<file path="src/lrc_pkg.sv">
// lrc_pkg: command codes, field layout, reset values and timing for the lock/config bank
package lrc_pkg;

  // command codes seen on the management port
  localparam logic [7:0] LRC_CMD_LOCK_RST = 8'hd0;
  localparam logic [7:0] LRC_CMD_SUP_CFG  = 8'hd1;

  // lock_and_soft_reset field positions
  localparam int unsigned LRC_BIT_LOCK    = 0;
  localparam int unsigned LRC_BIT_SOFTRST = 1;

  // supervisor_configuration field positions
  localparam int unsigned LRC_BIT_MON_EN   = 0;
  localparam int unsigned LRC_BIT_ALERT_EN = 1;
  localparam int unsigned LRC_BIT_FAULT_EN = 2;
  localparam int unsigned LRC_BIT_BUSTO_EN = 3;
  localparam int unsigned LRC_POS_PHASE_LO = 6;
  localparam int unsigned LRC_POS_PHASE_HI = 7;

  // power-on values
  localparam logic [7:0] LRC_RST_LOCK_RST = 8'h00;
  localparam logic [7:0] LRC_RST_SUP_CFG  = 8'h07;

  // light-load phase-count codes and resulting phase counts
  localparam logic [1:0] LRC_PHASE_CODE_TWO = 2'h1;
  localparam logic [1:0] LRC_PHASES_ONE     = 2'h1;
  localparam logic [1:0] LRC_PHASES_TWO     = 2'h2;

  // bus idle timeout
  localparam int unsigned LRC_CLK_HZ        = 125_000_000;
  localparam int unsigned LRC_BUS_TO_MS     = 35;
  localparam int unsigned LRC_BUS_TO_CYCLES = LRC_BUS_TO_MS * (LRC_CLK_HZ / 1000);
  localparam int unsigned LRC_TO_CNT_W      = 23;

  // supervisor_configuration as a packed carrier
  typedef struct packed {
    logic [1:0] light_load_phase_count;
    logic [1:0] rsvd;
    logic       bus_idle_timeout_enable;
    logic       fault_pin_enable;
    logic       alert_pin_enable;
    logic       monitor_enable;
  } lrc_cfg_t;

  // monitor sequencer
  typedef enum logic [1:0] {
    LRC_MON_IDLE = 2'b00,
    LRC_MON_WAIT = 2'b01
  } lrc_mon_state_t;

endpackage

</file>
<file path="src/lrc_bus_timeout.sv">
// lrc_bus_timeout: idle watchdog on a transaction addressed to the device
`timescale 1ns/1ps
module lrc_bus_timeout
  import lrc_pkg::*;
#(
  parameter logic [LRC_TO_CNT_W-1:0] LIMIT = LRC_TO_CNT_W'(LRC_BUS_TO_CYCLES)
) (
  // clock and reset
  input  wire logic mclk_i,
  input  wire logic rst_n_i,
  // control
  input  wire logic enable_i,
  input  wire logic xact_active_i,
  input  wire logic bus_activity_i,
  // result
  output logic      release_o
);

  logic [LRC_TO_CNT_W-1:0] cnt_q;
  logic [LRC_TO_CNT_W-1:0] cnt_d;
  logic                    release_q;
  logic                    release_d;
  logic                    fired_q;
  logic                    fired_d;

  always_comb begin
    cnt_d     = cnt_q;
    release_d = 1'b0;
    fired_d   = fired_q;
    if (!enable_i || !xact_active_i || bus_activity_i) begin
      cnt_d   = '0;
      fired_d = 1'b0;
    end else if (cnt_q < LIMIT) begin
      cnt_d = cnt_q + LRC_TO_CNT_W'(1);
    end else if (!fired_q) begin
      // idle has now exceeded the limit; one release per stall
      release_d = 1'b1;
      fired_d   = 1'b1;
    end
  end

  always_ff @(posedge mclk_i) begin
    if (!rst_n_i) begin
      cnt_q     <= '0;
      release_q <= 1'b0;
      fired_q   <= 1'b0;
    end else begin
      cnt_q     <= cnt_d;
      release_q <= release_d;
      fired_q   <= fired_d;
    end
  end

  assign release_o = release_q;

endmodule

</file>
<file path="src/lrc_regs.sv">
// lrc_regs: lock/soft-reset and supervisor configuration command registers
`timescale 1ns/1ps
module lrc_regs
  import lrc_pkg::*;
#(
  parameter logic [LRC_TO_CNT_W-1:0] BUS_TO_CYCLES = LRC_TO_CNT_W'(LRC_BUS_TO_CYCLES)
) (
  // clock and reset
  input  wire logic       mclk_i,
  input  wire logic       rst_n_i,
  // command port from the serial protocol engine
  input  wire logic       wr_en_i,
  input  wire logic       rd_en_i,
  input  wire logic [7:0] cmd_code_i,
  input  wire logic [7:0] wr_data_i,
  output logic      [7:0] rd_data_o,
  output logic            rd_valid_o,
  // bus activity for the idle watchdog
  input  wire logic       xact_active_i,
  input  wire logic       bus_activity_i,
  output logic            bus_release_o,
  // lock and restore to the rest of the register file
  output logic            lock_o,
  output logic            soft_reset_o,
  // power-save phase count
  output logic      [1:0] active_phases_o,
  // fault pin, open drain, active low
  input  wire logic       fault_req_i,
  output logic            fault_n_o,
  output logic            fault_oe_o,
  // alert pin, open drain, active low
  input  wire logic       alert_req_i,
  output logic            alert_n_o,
  output logic            alert_oe_o,
  // converter handshake
  input  wire logic       adc_done_i,
  output logic            adc_start_o,
  output logic            monitor_on_o
);

  ////////////////////////////////////////////////////////////////////////////
  // helpers

  function automatic logic [1:0] phases_for(input logic [1:0] code);
    phases_for = (code == LRC_PHASE_CODE_TWO) ? LRC_PHASES_TWO : LRC_PHASES_ONE;
  endfunction

  function automatic lrc_cfg_t cfg_reset();
    cfg_reset = lrc_cfg_t'(LRC_RST_SUP_CFG);
  endfunction

  ////////////////////////////////////////////////////////////////////////////
  // register state

  logic     lock_q;
  logic     lock_d;
  logic     rst_pend_q;
  logic     rst_pend_d;
  lrc_cfg_t cfg_q;
  lrc_cfg_t cfg_d;
  logic     soft_reset_q;
  logic     soft_reset_d;
  logic     wr_lock;
  logic     wr_cfg;

  assign wr_lock = wr_en_i && (cmd_code_i == LRC_CMD_LOCK_RST);
  assign wr_cfg  = wr_en_i && (cmd_code_i == LRC_CMD_SUP_CFG);

  always_comb begin
    lock_d       = lock_q;
    rst_pend_d   = 1'b0;
    cfg_d        = cfg_q;
    soft_reset_d = 1'b0;
    if (rst_pend_q) begin
      // restore runs the cycle after the request; a write in that cycle loses
      cfg_d  = cfg_reset();
      lock_d = LRC_RST_LOCK_RST[LRC_BIT_LOCK];
    end else begin
      if (wr_lock && !lock_q) begin
        // once set, no write can clear lock; only power-on reset does
        lock_d = wr_data_i[LRC_BIT_LOCK];
        if (wr_data_i[LRC_BIT_SOFTRST] && !wr_data_i[LRC_BIT_LOCK]) begin
          rst_pend_d   = 1'b1;
          soft_reset_d = 1'b1;
        end
      end
      if (wr_cfg) begin
        cfg_d.light_load_phase_count = wr_data_i[LRC_POS_PHASE_HI:LRC_POS_PHASE_LO];
        cfg_d.fault_pin_enable       = wr_data_i[LRC_BIT_FAULT_EN];
        cfg_d.alert_pin_enable       = wr_data_i[LRC_BIT_ALERT_EN];
        cfg_d.monitor_enable         = wr_data_i[LRC_BIT_MON_EN];
        if (!lock_q) begin
          cfg_d.bus_idle_timeout_enable = wr_data_i[LRC_BIT_BUSTO_EN];
        end
      end
    end
  end

  always_ff @(posedge mclk_i) begin
    if (!rst_n_i) begin
      lock_q       <= LRC_RST_LOCK_RST[LRC_BIT_LOCK];
      rst_pend_q   <= LRC_RST_LOCK_RST[LRC_BIT_SOFTRST];
      cfg_q        <= lrc_cfg_t'(LRC_RST_SUP_CFG);
      soft_reset_q <= 1'b0;
    end else begin
      lock_q       <= lock_d;
      rst_pend_q   <= rst_pend_d;
      cfg_q        <= cfg_d;
      soft_reset_q <= soft_reset_d;
    end
  end

  ////////////////////////////////////////////////////////////////////////////
  // read-back

  logic [7:0] rd_data_q;
  logic [7:0] rd_data_d;
  logic       rd_valid_q;
  logic       rd_valid_d;

  always_comb begin
    rd_data_d  = rd_data_q;
    rd_valid_d = rd_en_i;
    if (rd_en_i) begin
      unique case (cmd_code_i)
        LRC_CMD_LOCK_RST: begin
          rd_data_d = 8'h00;
          rd_data_d[LRC_BIT_LOCK]    = lock_q;
          rd_data_d[LRC_BIT_SOFTRST] = rst_pend_q;
        end
        LRC_CMD_SUP_CFG: begin
          rd_data_d = cfg_q;
          rd_data_d[LRC_POS_PHASE_LO-1:LRC_BIT_BUSTO_EN+1] = 2'h0;
        end
        default: begin
          // other codes belong to other banks
          rd_data_d  = 8'h00;
          rd_valid_d = 1'b0;
        end
      endcase
    end
  end

  always_ff @(posedge mclk_i) begin
    if (!rst_n_i) begin
      rd_data_q  <= 8'h00;
      rd_valid_q <= 1'b0;
    end else begin
      rd_data_q  <= rd_data_d;
      rd_valid_q <= rd_valid_d;
    end
  end

  ////////////////////////////////////////////////////////////////////////////
  // pins and phase count

  logic       fault_oe_q;
  logic       fault_oe_d;
  logic       alert_oe_q;
  logic       alert_oe_d;
  logic [1:0] phases_q;
  logic [1:0] phases_d;

  always_comb begin
    fault_oe_d = cfg_q.fault_pin_enable && fault_req_i;
    alert_oe_d = cfg_q.alert_pin_enable && alert_req_i;
    phases_d   = phases_for(cfg_q.light_load_phase_count);
  end

  always_ff @(posedge mclk_i) begin
    if (!rst_n_i) begin
      fault_oe_q <= 1'b0;
      alert_oe_q <= 1'b0;
      phases_q   <= LRC_PHASES_ONE;
    end else begin
      fault_oe_q <= fault_oe_d;
      alert_oe_q <= alert_oe_d;
      phases_q   <= phases_d;
    end
  end

  ////////////////////////////////////////////////////////////////////////////
  // monitor sequencer: one conversion in flight at a time

  lrc_mon_state_t mon_q;
  lrc_mon_state_t mon_d;
  logic           start_q;
  logic           start_d;
  logic           mon_on_q;
  logic           mon_on_d;

  always_comb begin
    mon_d    = mon_q;
    start_d  = 1'b0;
    mon_on_d = cfg_q.monitor_enable;
    unique case (mon_q)
      LRC_MON_IDLE: begin
        if (cfg_q.monitor_enable) begin
          start_d = 1'b1;
          mon_d   = LRC_MON_WAIT;
        end
      end
      LRC_MON_WAIT: begin
        // a conversion already started is allowed to finish
        if (adc_done_i) begin
          mon_d = LRC_MON_IDLE;
        end
      end
      default: begin
        mon_d = LRC_MON_IDLE;
      end
    endcase
  end

  always_ff @(posedge mclk_i) begin
    if (!rst_n_i) begin
      mon_q    <= LRC_MON_IDLE;
      start_q  <= 1'b0;
      mon_on_q <= 1'b0;
    end else begin
      mon_q    <= mon_d;
      start_q  <= start_d;
      mon_on_q <= mon_on_d;
    end
  end

  ////////////////////////////////////////////////////////////////////////////
  // bus idle watchdog

  lrc_bus_timeout #(
    .LIMIT (BUS_TO_CYCLES)
  ) u_bus_timeout (
    .mclk_i         (mclk_i),
    .rst_n_i        (rst_n_i),
    .enable_i       (cfg_q.bus_idle_timeout_enable),
    .xact_active_i  (xact_active_i),
    .bus_activity_i (bus_activity_i),
    .release_o      (bus_release_o)
  );

  ////////////////////////////////////////////////////////////////////////////
  // outputs

  assign rd_data_o       = rd_data_q;
  assign rd_valid_o      = rd_valid_q;
  assign lock_o          = lock_q;
  assign soft_reset_o    = soft_reset_q;
  assign active_phases_o = phases_q;
  assign fault_n_o       = 1'b0;
  assign fault_oe_o      = fault_oe_q;
  assign alert_n_o       = 1'b0;
  assign alert_oe_o      = alert_oe_q;
  assign adc_start_o     = start_q;
  assign monitor_on_o    = mon_on_q;

endmodule

</file>
<file path="config.mk">
export PLATFORM = sky130hd
export DESIGN_NAME = lrc_regs
export DESIGN_NICKNAME = d
export VERILOG_FILES = /design/src/lrc_pkg.sv /design/src/lrc_bus_timeout.sv /design/src/lrc_regs.sv
export SDC_FILE = /design/constraint.sdc
export NUM_CORES = 1
export LEC_CHECK = 0
export ABC_CLOCK_PERIOD_IN_PS = 3050
export CORE_ASPECT_RATIO = 1.2
export CORE_UTILIZATION = 50
export DETAILED_ROUTE_END_ITERATION = 16
export DONT_BUFFER_PORTS = 1
export PLACE_DENSITY = 0.74
export SLEW_MARGIN = 5
export SYNTH_ARGS = -nofsm -noshare
export SYNTH_HDL_FRONTEND = slang
export SYNTH_SLANG_ARGS = --single-unit
</file>
<file path="constraint.sdc">
create_clock -name mclk_i -period 3.05 [get_ports mclk_i]
set_clock_uncertainty 0.1 [all_clocks]
set_input_delay 0.305 -clock mclk_i [delete_from_list [all_inputs] [get_ports mclk_i]]
set_output_delay 0.305 -clock mclk_i [all_outputs]
set_load 0.02 [all_outputs]
</file>
# == After elaboration in Yosys (flattened, before gate mapping) ==
# Index checks and enable logic that the tools add are counted.
# op_classes
addsub,1
order_cmp,1
eq_ne,6
muxes,9
n_bitwise,3
reduce_logical,22
# ops
operator,n
"23-bit by 1-bit adder with 23-bit output, second input constant",1
"23-bit less-than comparator, second input constant",1
"8-bit == test, second input constant",2
8-bit case mux with 2 select lines,1
2-bit AND reduction,4
1-bit logical AND,6
2-bit 2-to-1 mux,3
2-bit OR reduction,3
3-bit OR reduction,2
"2-bit by 1-bit == test with 1-bit output, second input constant",2
1-bit logical NOT,4
1-bit 2-to-1 mux,4
"2-bit != test, second input constant",2
2-bit case mux with 2 select lines,1
1-bit inverter,3
2-bit logical NOT,1
1-bit logical OR,2
# totals
register_bits,50
out_inout_bits,20
wordCells,60

# == Longest topological paths before layout ==
# logic_depth
ltp_word,5
depth_mapped,8
depth_no_buf,6

# == By module ==
# From an unflattened synthesis, not the netlist that was laid out.
# unflattened
hier_cells,252
hier_area_um2,2194.6
# modules_own_cells
mod,n_inst,cells_each,area_per_inst_um2,seq_area_each_um2
lrc_bus_timeout,1,158,1288.7,500.5
lrc_regs,1,94,905.9,440.4

# == Worst setup path after synthesis ==
# OpenSTA, ideal clock, no wires.
# synth_path
kind,register to register
startpoint,register u_bus_timeout.cnt_q[18]
endpoint,register u_bus_timeout.cnt_q[0]
t_arrival_ps,1943
t_required_ps,2821
setup_slack_ps,878
stages_incl_launch_ff,9
path_buffers,3
period_less_slack_ps,2172
path_cell_list,dfxtp_1 > or4_4 > or3_1 > buf_2 > o21ai_4 > buf_6 > buf_6 > xor2_2 > nor2_1
# synth_between
elab_chain_len,1
# synth_rtl
item,line,rtl
start: declaration,lrc_bus_timeout.sv:19,logic [LRC_TO_CNT_W-1:0] cnt_q;
start signal: assignment,lrc_bus_timeout.sv:48,cnt_q <= cnt_d;
23-bit less-than comparator,lrc_bus_timeout.sv:33,end else if (cnt_q < LIMIT) begin
# No other way between the ends.
# A chain may end at the register's enable or synchronous reset.

# == Final worst setup path ==
# layout_path
startpoint,register u_bus_timeout.cnt_q[11]
endpoint,register u_bus_timeout.cnt_q[11]
# layout_between
elab_chain_len,1
# layout_rtl
item,line
23-bit by 1-bit adder with 23-bit output or 23-bit less-than comparator (tied branches),"lrc_bus_timeout.sv:34, lrc_bus_timeout.sv:33"
# Parallel ways exist; a longest one is shown, timed or not.

==> run summary <==
The run finished with clean final reports. The number of placed instances, taps included, is 282. The data arrival at the endpoint of the critical path is 2.54 ns.

The share of synthesized registers carrying an async set or reset is 0. In this run the top signal layer used is met4. In the final timing run, aggregate negative setup slack is 0 ns. The worst register-to-register path begins at u_bus_timeout.cnt_q[11]. Traced cell by cell, the critical path runs through or4_4, a311oi_2, o21ai_4, or4_1, a21oi_1. The stage delay of the slowest cell on the critical path came out at 0.54 ns. The internal power is 874 uW. The remaining global-route overflow came out at 0. The count of nets left with antenna violations once routing finished came out at 0. Derived from the worst setup path, the maximum achievable clock frequency is 0.413 GHz. The fraction of layout instances using a drive strength above 1 is 0.0886. The clock latency on the worst-skew pair is 0.30 ns. The detailed-route DRC error count is 0.

Headroom to the max-slew limit came out at 0.525. The maximum number of pins on one net before global-route repair came out at 24. The I/O pin total is 45.

The final HPWL from detailed placement came out at 2900 um. The maximum buffer depth of the clock tree is 2. In the post-synthesis netlist, the biggest area contributors are dfxtp_1, nand2_1, nor2_1. The final wirelength is 4070 um. The maximum level of the CTS H-tree is 2. The kind of cell with the highest combined delay on the critical path is simple AND/OR/NAND/NOR gates. The required time of the critical path came out at 3.17 ns. The netlist area before placement came out at 2150 um2. For this block, the via count after detailed routing is 1698. The area inside the core boundary is 4040 um2. Summed over all nets, the switching power comes to 237 uW.

The wire length of the first global-routing pass came out at 6820 um. The global placer's final weighted congestion came out at 0.816. In the synthesized netlist, the cells that appear most often are dfxtp_1, nand2_1, nor2_1.

Dividing the final minimum period by the clock period gives 0.793. The clock network fraction of design power is 0.423. Averaged over all synthesized cells, the footprint is 9.08 um2.

The top-area cell type share of the netlist area is 0.437. The synthesized design contains 0 enable-type register cells. The endpoint identified for the worst register-to-register timing path is u_bus_timeout.cnt_q[11]. The standby leakage power is 0.000813 uW. Compared with the post-synthesis result, the final layout area differs by 6.16%. The x dimension of the die came out at 61.9 um. The hold violation count in the final report came out at 0. The nature of the critical path startpoint is a flop.

Along the worst path, the maximum fanout reaches 23. The detailed router's first-iteration violation count came out at 65. The global router's overall resource usage came out at 0.202. Setup repair after global routing left no endpoint under its margin. The kind of path behind the tightest hold check is input port to flop. The number of unique standard cell types used by synthesis is 52. The relative contribution of sequential cells to total power came out at 0.561. The critical path crosses 5 cells after its start point. The critical path ends at u_bus_timeout.cnt_q[11].

On the critical path, the stage with the largest delay is an instance of or4_4. Clock tree synthesis selected as its root buffer the cell clkbuf_8. The critical path is of the flop to flop type. The number of buffers added by the clock tree synthesis step is 5.

The die is 73.9 um tall. Max-cap violations in this run came to 0. The average wire length per cell after detail routing is 14.0 um.

The wire length on met2 came out at 2000 um. The power per cell area is 486 nW/um2. Among all flip-flop cells after synthesis, the most frequent one is dfxtp_1.

The Yosys step of the flow raised 0 warnings. The worst path meets setup with 0.630 ns of slack. The clock tree from TritonCTS is done.

The number of diodes added for antenna fixing came out at 0. The sequential cell area fraction in the yosys report came out at 0.437. The starting utilization of the core area is 0.533. The post-synthesis register bit count came out at 47. In the detailed route, the total length drawn on met3 is 228 um. Setup violations remaining at the end of the flow were counted as 0. The die covers 4570 um2. The minimum setup slack after placement is 0.645 ns.

After clock tree synthesis, the clock-pin slew on the worst setup and hold paths is 0.09 ns. Buffers placed on the I/O ports in this run total 0. The count of buffering cells on the critical path with inverters included is 0. For flop-to-flop paths, the worst setup slack is 0.63 ns. The final-report max-slew violation count came to 0. The met1 wire length is 1770 um.

Of the total power, the share spent switching nets is 0.213. The maximum vdd ir drop is 0.312 mV. After routing the design area is 2280 um2. The worst setup path is captured at a flop.

The finished layout holds 291 standard cells, fillers aside. The average via count per standard cell is 5.84. The share of total power dissipated in combinational logic is 0.016. For the pin with the worst max-slew slack, the measured transition is 0.709 ns. Once layout is complete, the utilization of the core stands at 0.566. The via count of the first global-routing pass came to 1616. For the worst flop-to-flop path, the logic depth is 5. The largest total area in the synthesized netlist belongs to dfxtp_1. The clock sink count came out at 47. The count of standard-cell rows is 25. The first-pass detailed-route iteration total is 4. The final critical path time including I/O delays and setup is 2.42 ns. The leading cell type by number of instances after synthesis is dfxtp_1. The number of antenna violations at the first check in global routing came to 0. The count of nets after finishing is 262. The most critical setup path has its startpoint at u_bus_timeout.cnt_q[11]. In this run the cell area measured after placement is 2160 um2.

The number of instances in the synthesized netlist came out at 237.
## layout make-up
| class | instances | area (um2) |
|---|---|---|
| clock buffer | 5 | 68.8 |
| clock inverter | 3 | 47.5 |
| fill | 357 | 1750 |
| inverter | 5 | 18.8 |
| multi-input combinational | 175 | 1120 |
| sequential | 47 | 941 |
| tap | 54 | 67.6 |
| timing repair buffer | 2 | 17.5 |
## layout by cell type, fill, tap and decap left out, types with 3 or more instances in the layout
cell	instances
dfxtp_1	47
nand2_1	23
nor2_1	19
a21oi_1	8
nor2b_1	8
nand3_1	8
and3_1	8
mux2i_1	7
or4_1	7
nand4_1	6
o211ai_1	6
o21ai_0	5
and2_1	5
inv_1	5
or3_1	5
clkbuf_8	5
nor3_1	4
a32oi_1	4
nor4_1	4
xor2_1	4
conb_1	4
o21ai_1	3
o31ai_1	3
## metrics by stage
stage               hold slack (ns)  power [uW]
global placement              0.319         655
CTS                          0.0109        1120
global route                0.00926        1150
finish                       0.0201        1110
detailed placement            0.318         655
floorplan                     0.314         659
## state kept, by name, indices dropped and copies added (netlist names)
| signal | cells |
|---|---|
| u_bus_timeout.cnt_q | 23 |
| rd_data_o | 6 |
| cfg_q | 5 |
| active_phases_o | 2 |
| adc_start_o | 1 |
| alert_oe_o | 1 |
| fault_oe_o | 1 |
| lock_o | 1 |
| mon_on_d | 1 |
| mon_q | 1 |
| monitor_on_o | 1 |
| rd_valid_o | 1 |
| soft_reset_o | 1 |
| u_bus_timeout.fired_q | 1 |
| u_bus_timeout.release_o | 1 |
## kinds of logic after synthesis
kind of cell	after synthesis	share of synthesized area
AND/OR/NAND/NOR	111	0.288
flip-flops	47	0.437
AO/OA/AOI/OAI	43	0.147
buffers and inverters	18	0.0459
multiplexers	9	0.0430
XOR/XNOR	7	0.0320
adder cells (fa/ha/maj)	1	0.00581
other	1	0.00174
## what timing repair did
item	CTS	global route
gates resized for setup	0	0
endpoints found under the hold margin	1	0
hold buffers	1	0
buffers inserted	0	0
## per-layer routing
metal,vias up,global-route usage
li1,856,-
met1,784,0.227
met2,50,0.333
met3,8,0.0634
met4,0,0.106
met5,-,0
## worst min path at each step
| stage | cells past startpoint | slack, ns | endpoint | start |
|---|---|---|---|---|
| 2_1_floorplan | 1 | 0.31 | u_bus_timeout.release_o | u_bus_timeout.fired_q |
| 3_3_place_gp | 1 | 0.32 | u_bus_timeout.release_o | u_bus_timeout.fired_q |
| 3_5_place_dp | 1 | 0.32 | active_phases_o[0] | rst_n_i |
| 4_1_cts | 1 | 0.01 | rd_valid_o | rst_n_i |
| 5_1_grt | 1 | 0.009 | rd_valid_o | rst_n_i |
| 6_report | 1 | 0.02 | rd_valid_o | rst_n_i |
## power by group through the flow
stage | Combinational, uW | Sequential, uW | Clock [uW]
2_1_floorplan | 21.6 | 637 | 0
3_3_place_gp | 16.9 | 638 | 0
3_5_place_dp | 17.0 | 638 | 0
4_1_cts | 18.2 | 623 | 479
5_1_grt | 19.7 | 624 | 505
6_report | 18.1 | 623 | 469
## worst reg2reg max path: cells and delay by family, from the launching register on
family	cells	cell delay, ns
AND/OR/NAND/NOR	2	1.09
AO/OA/AOI/OAI	3	0.78
flip-flops	1	0.37
Note: power is estimated with default switching activity, not from simulation.
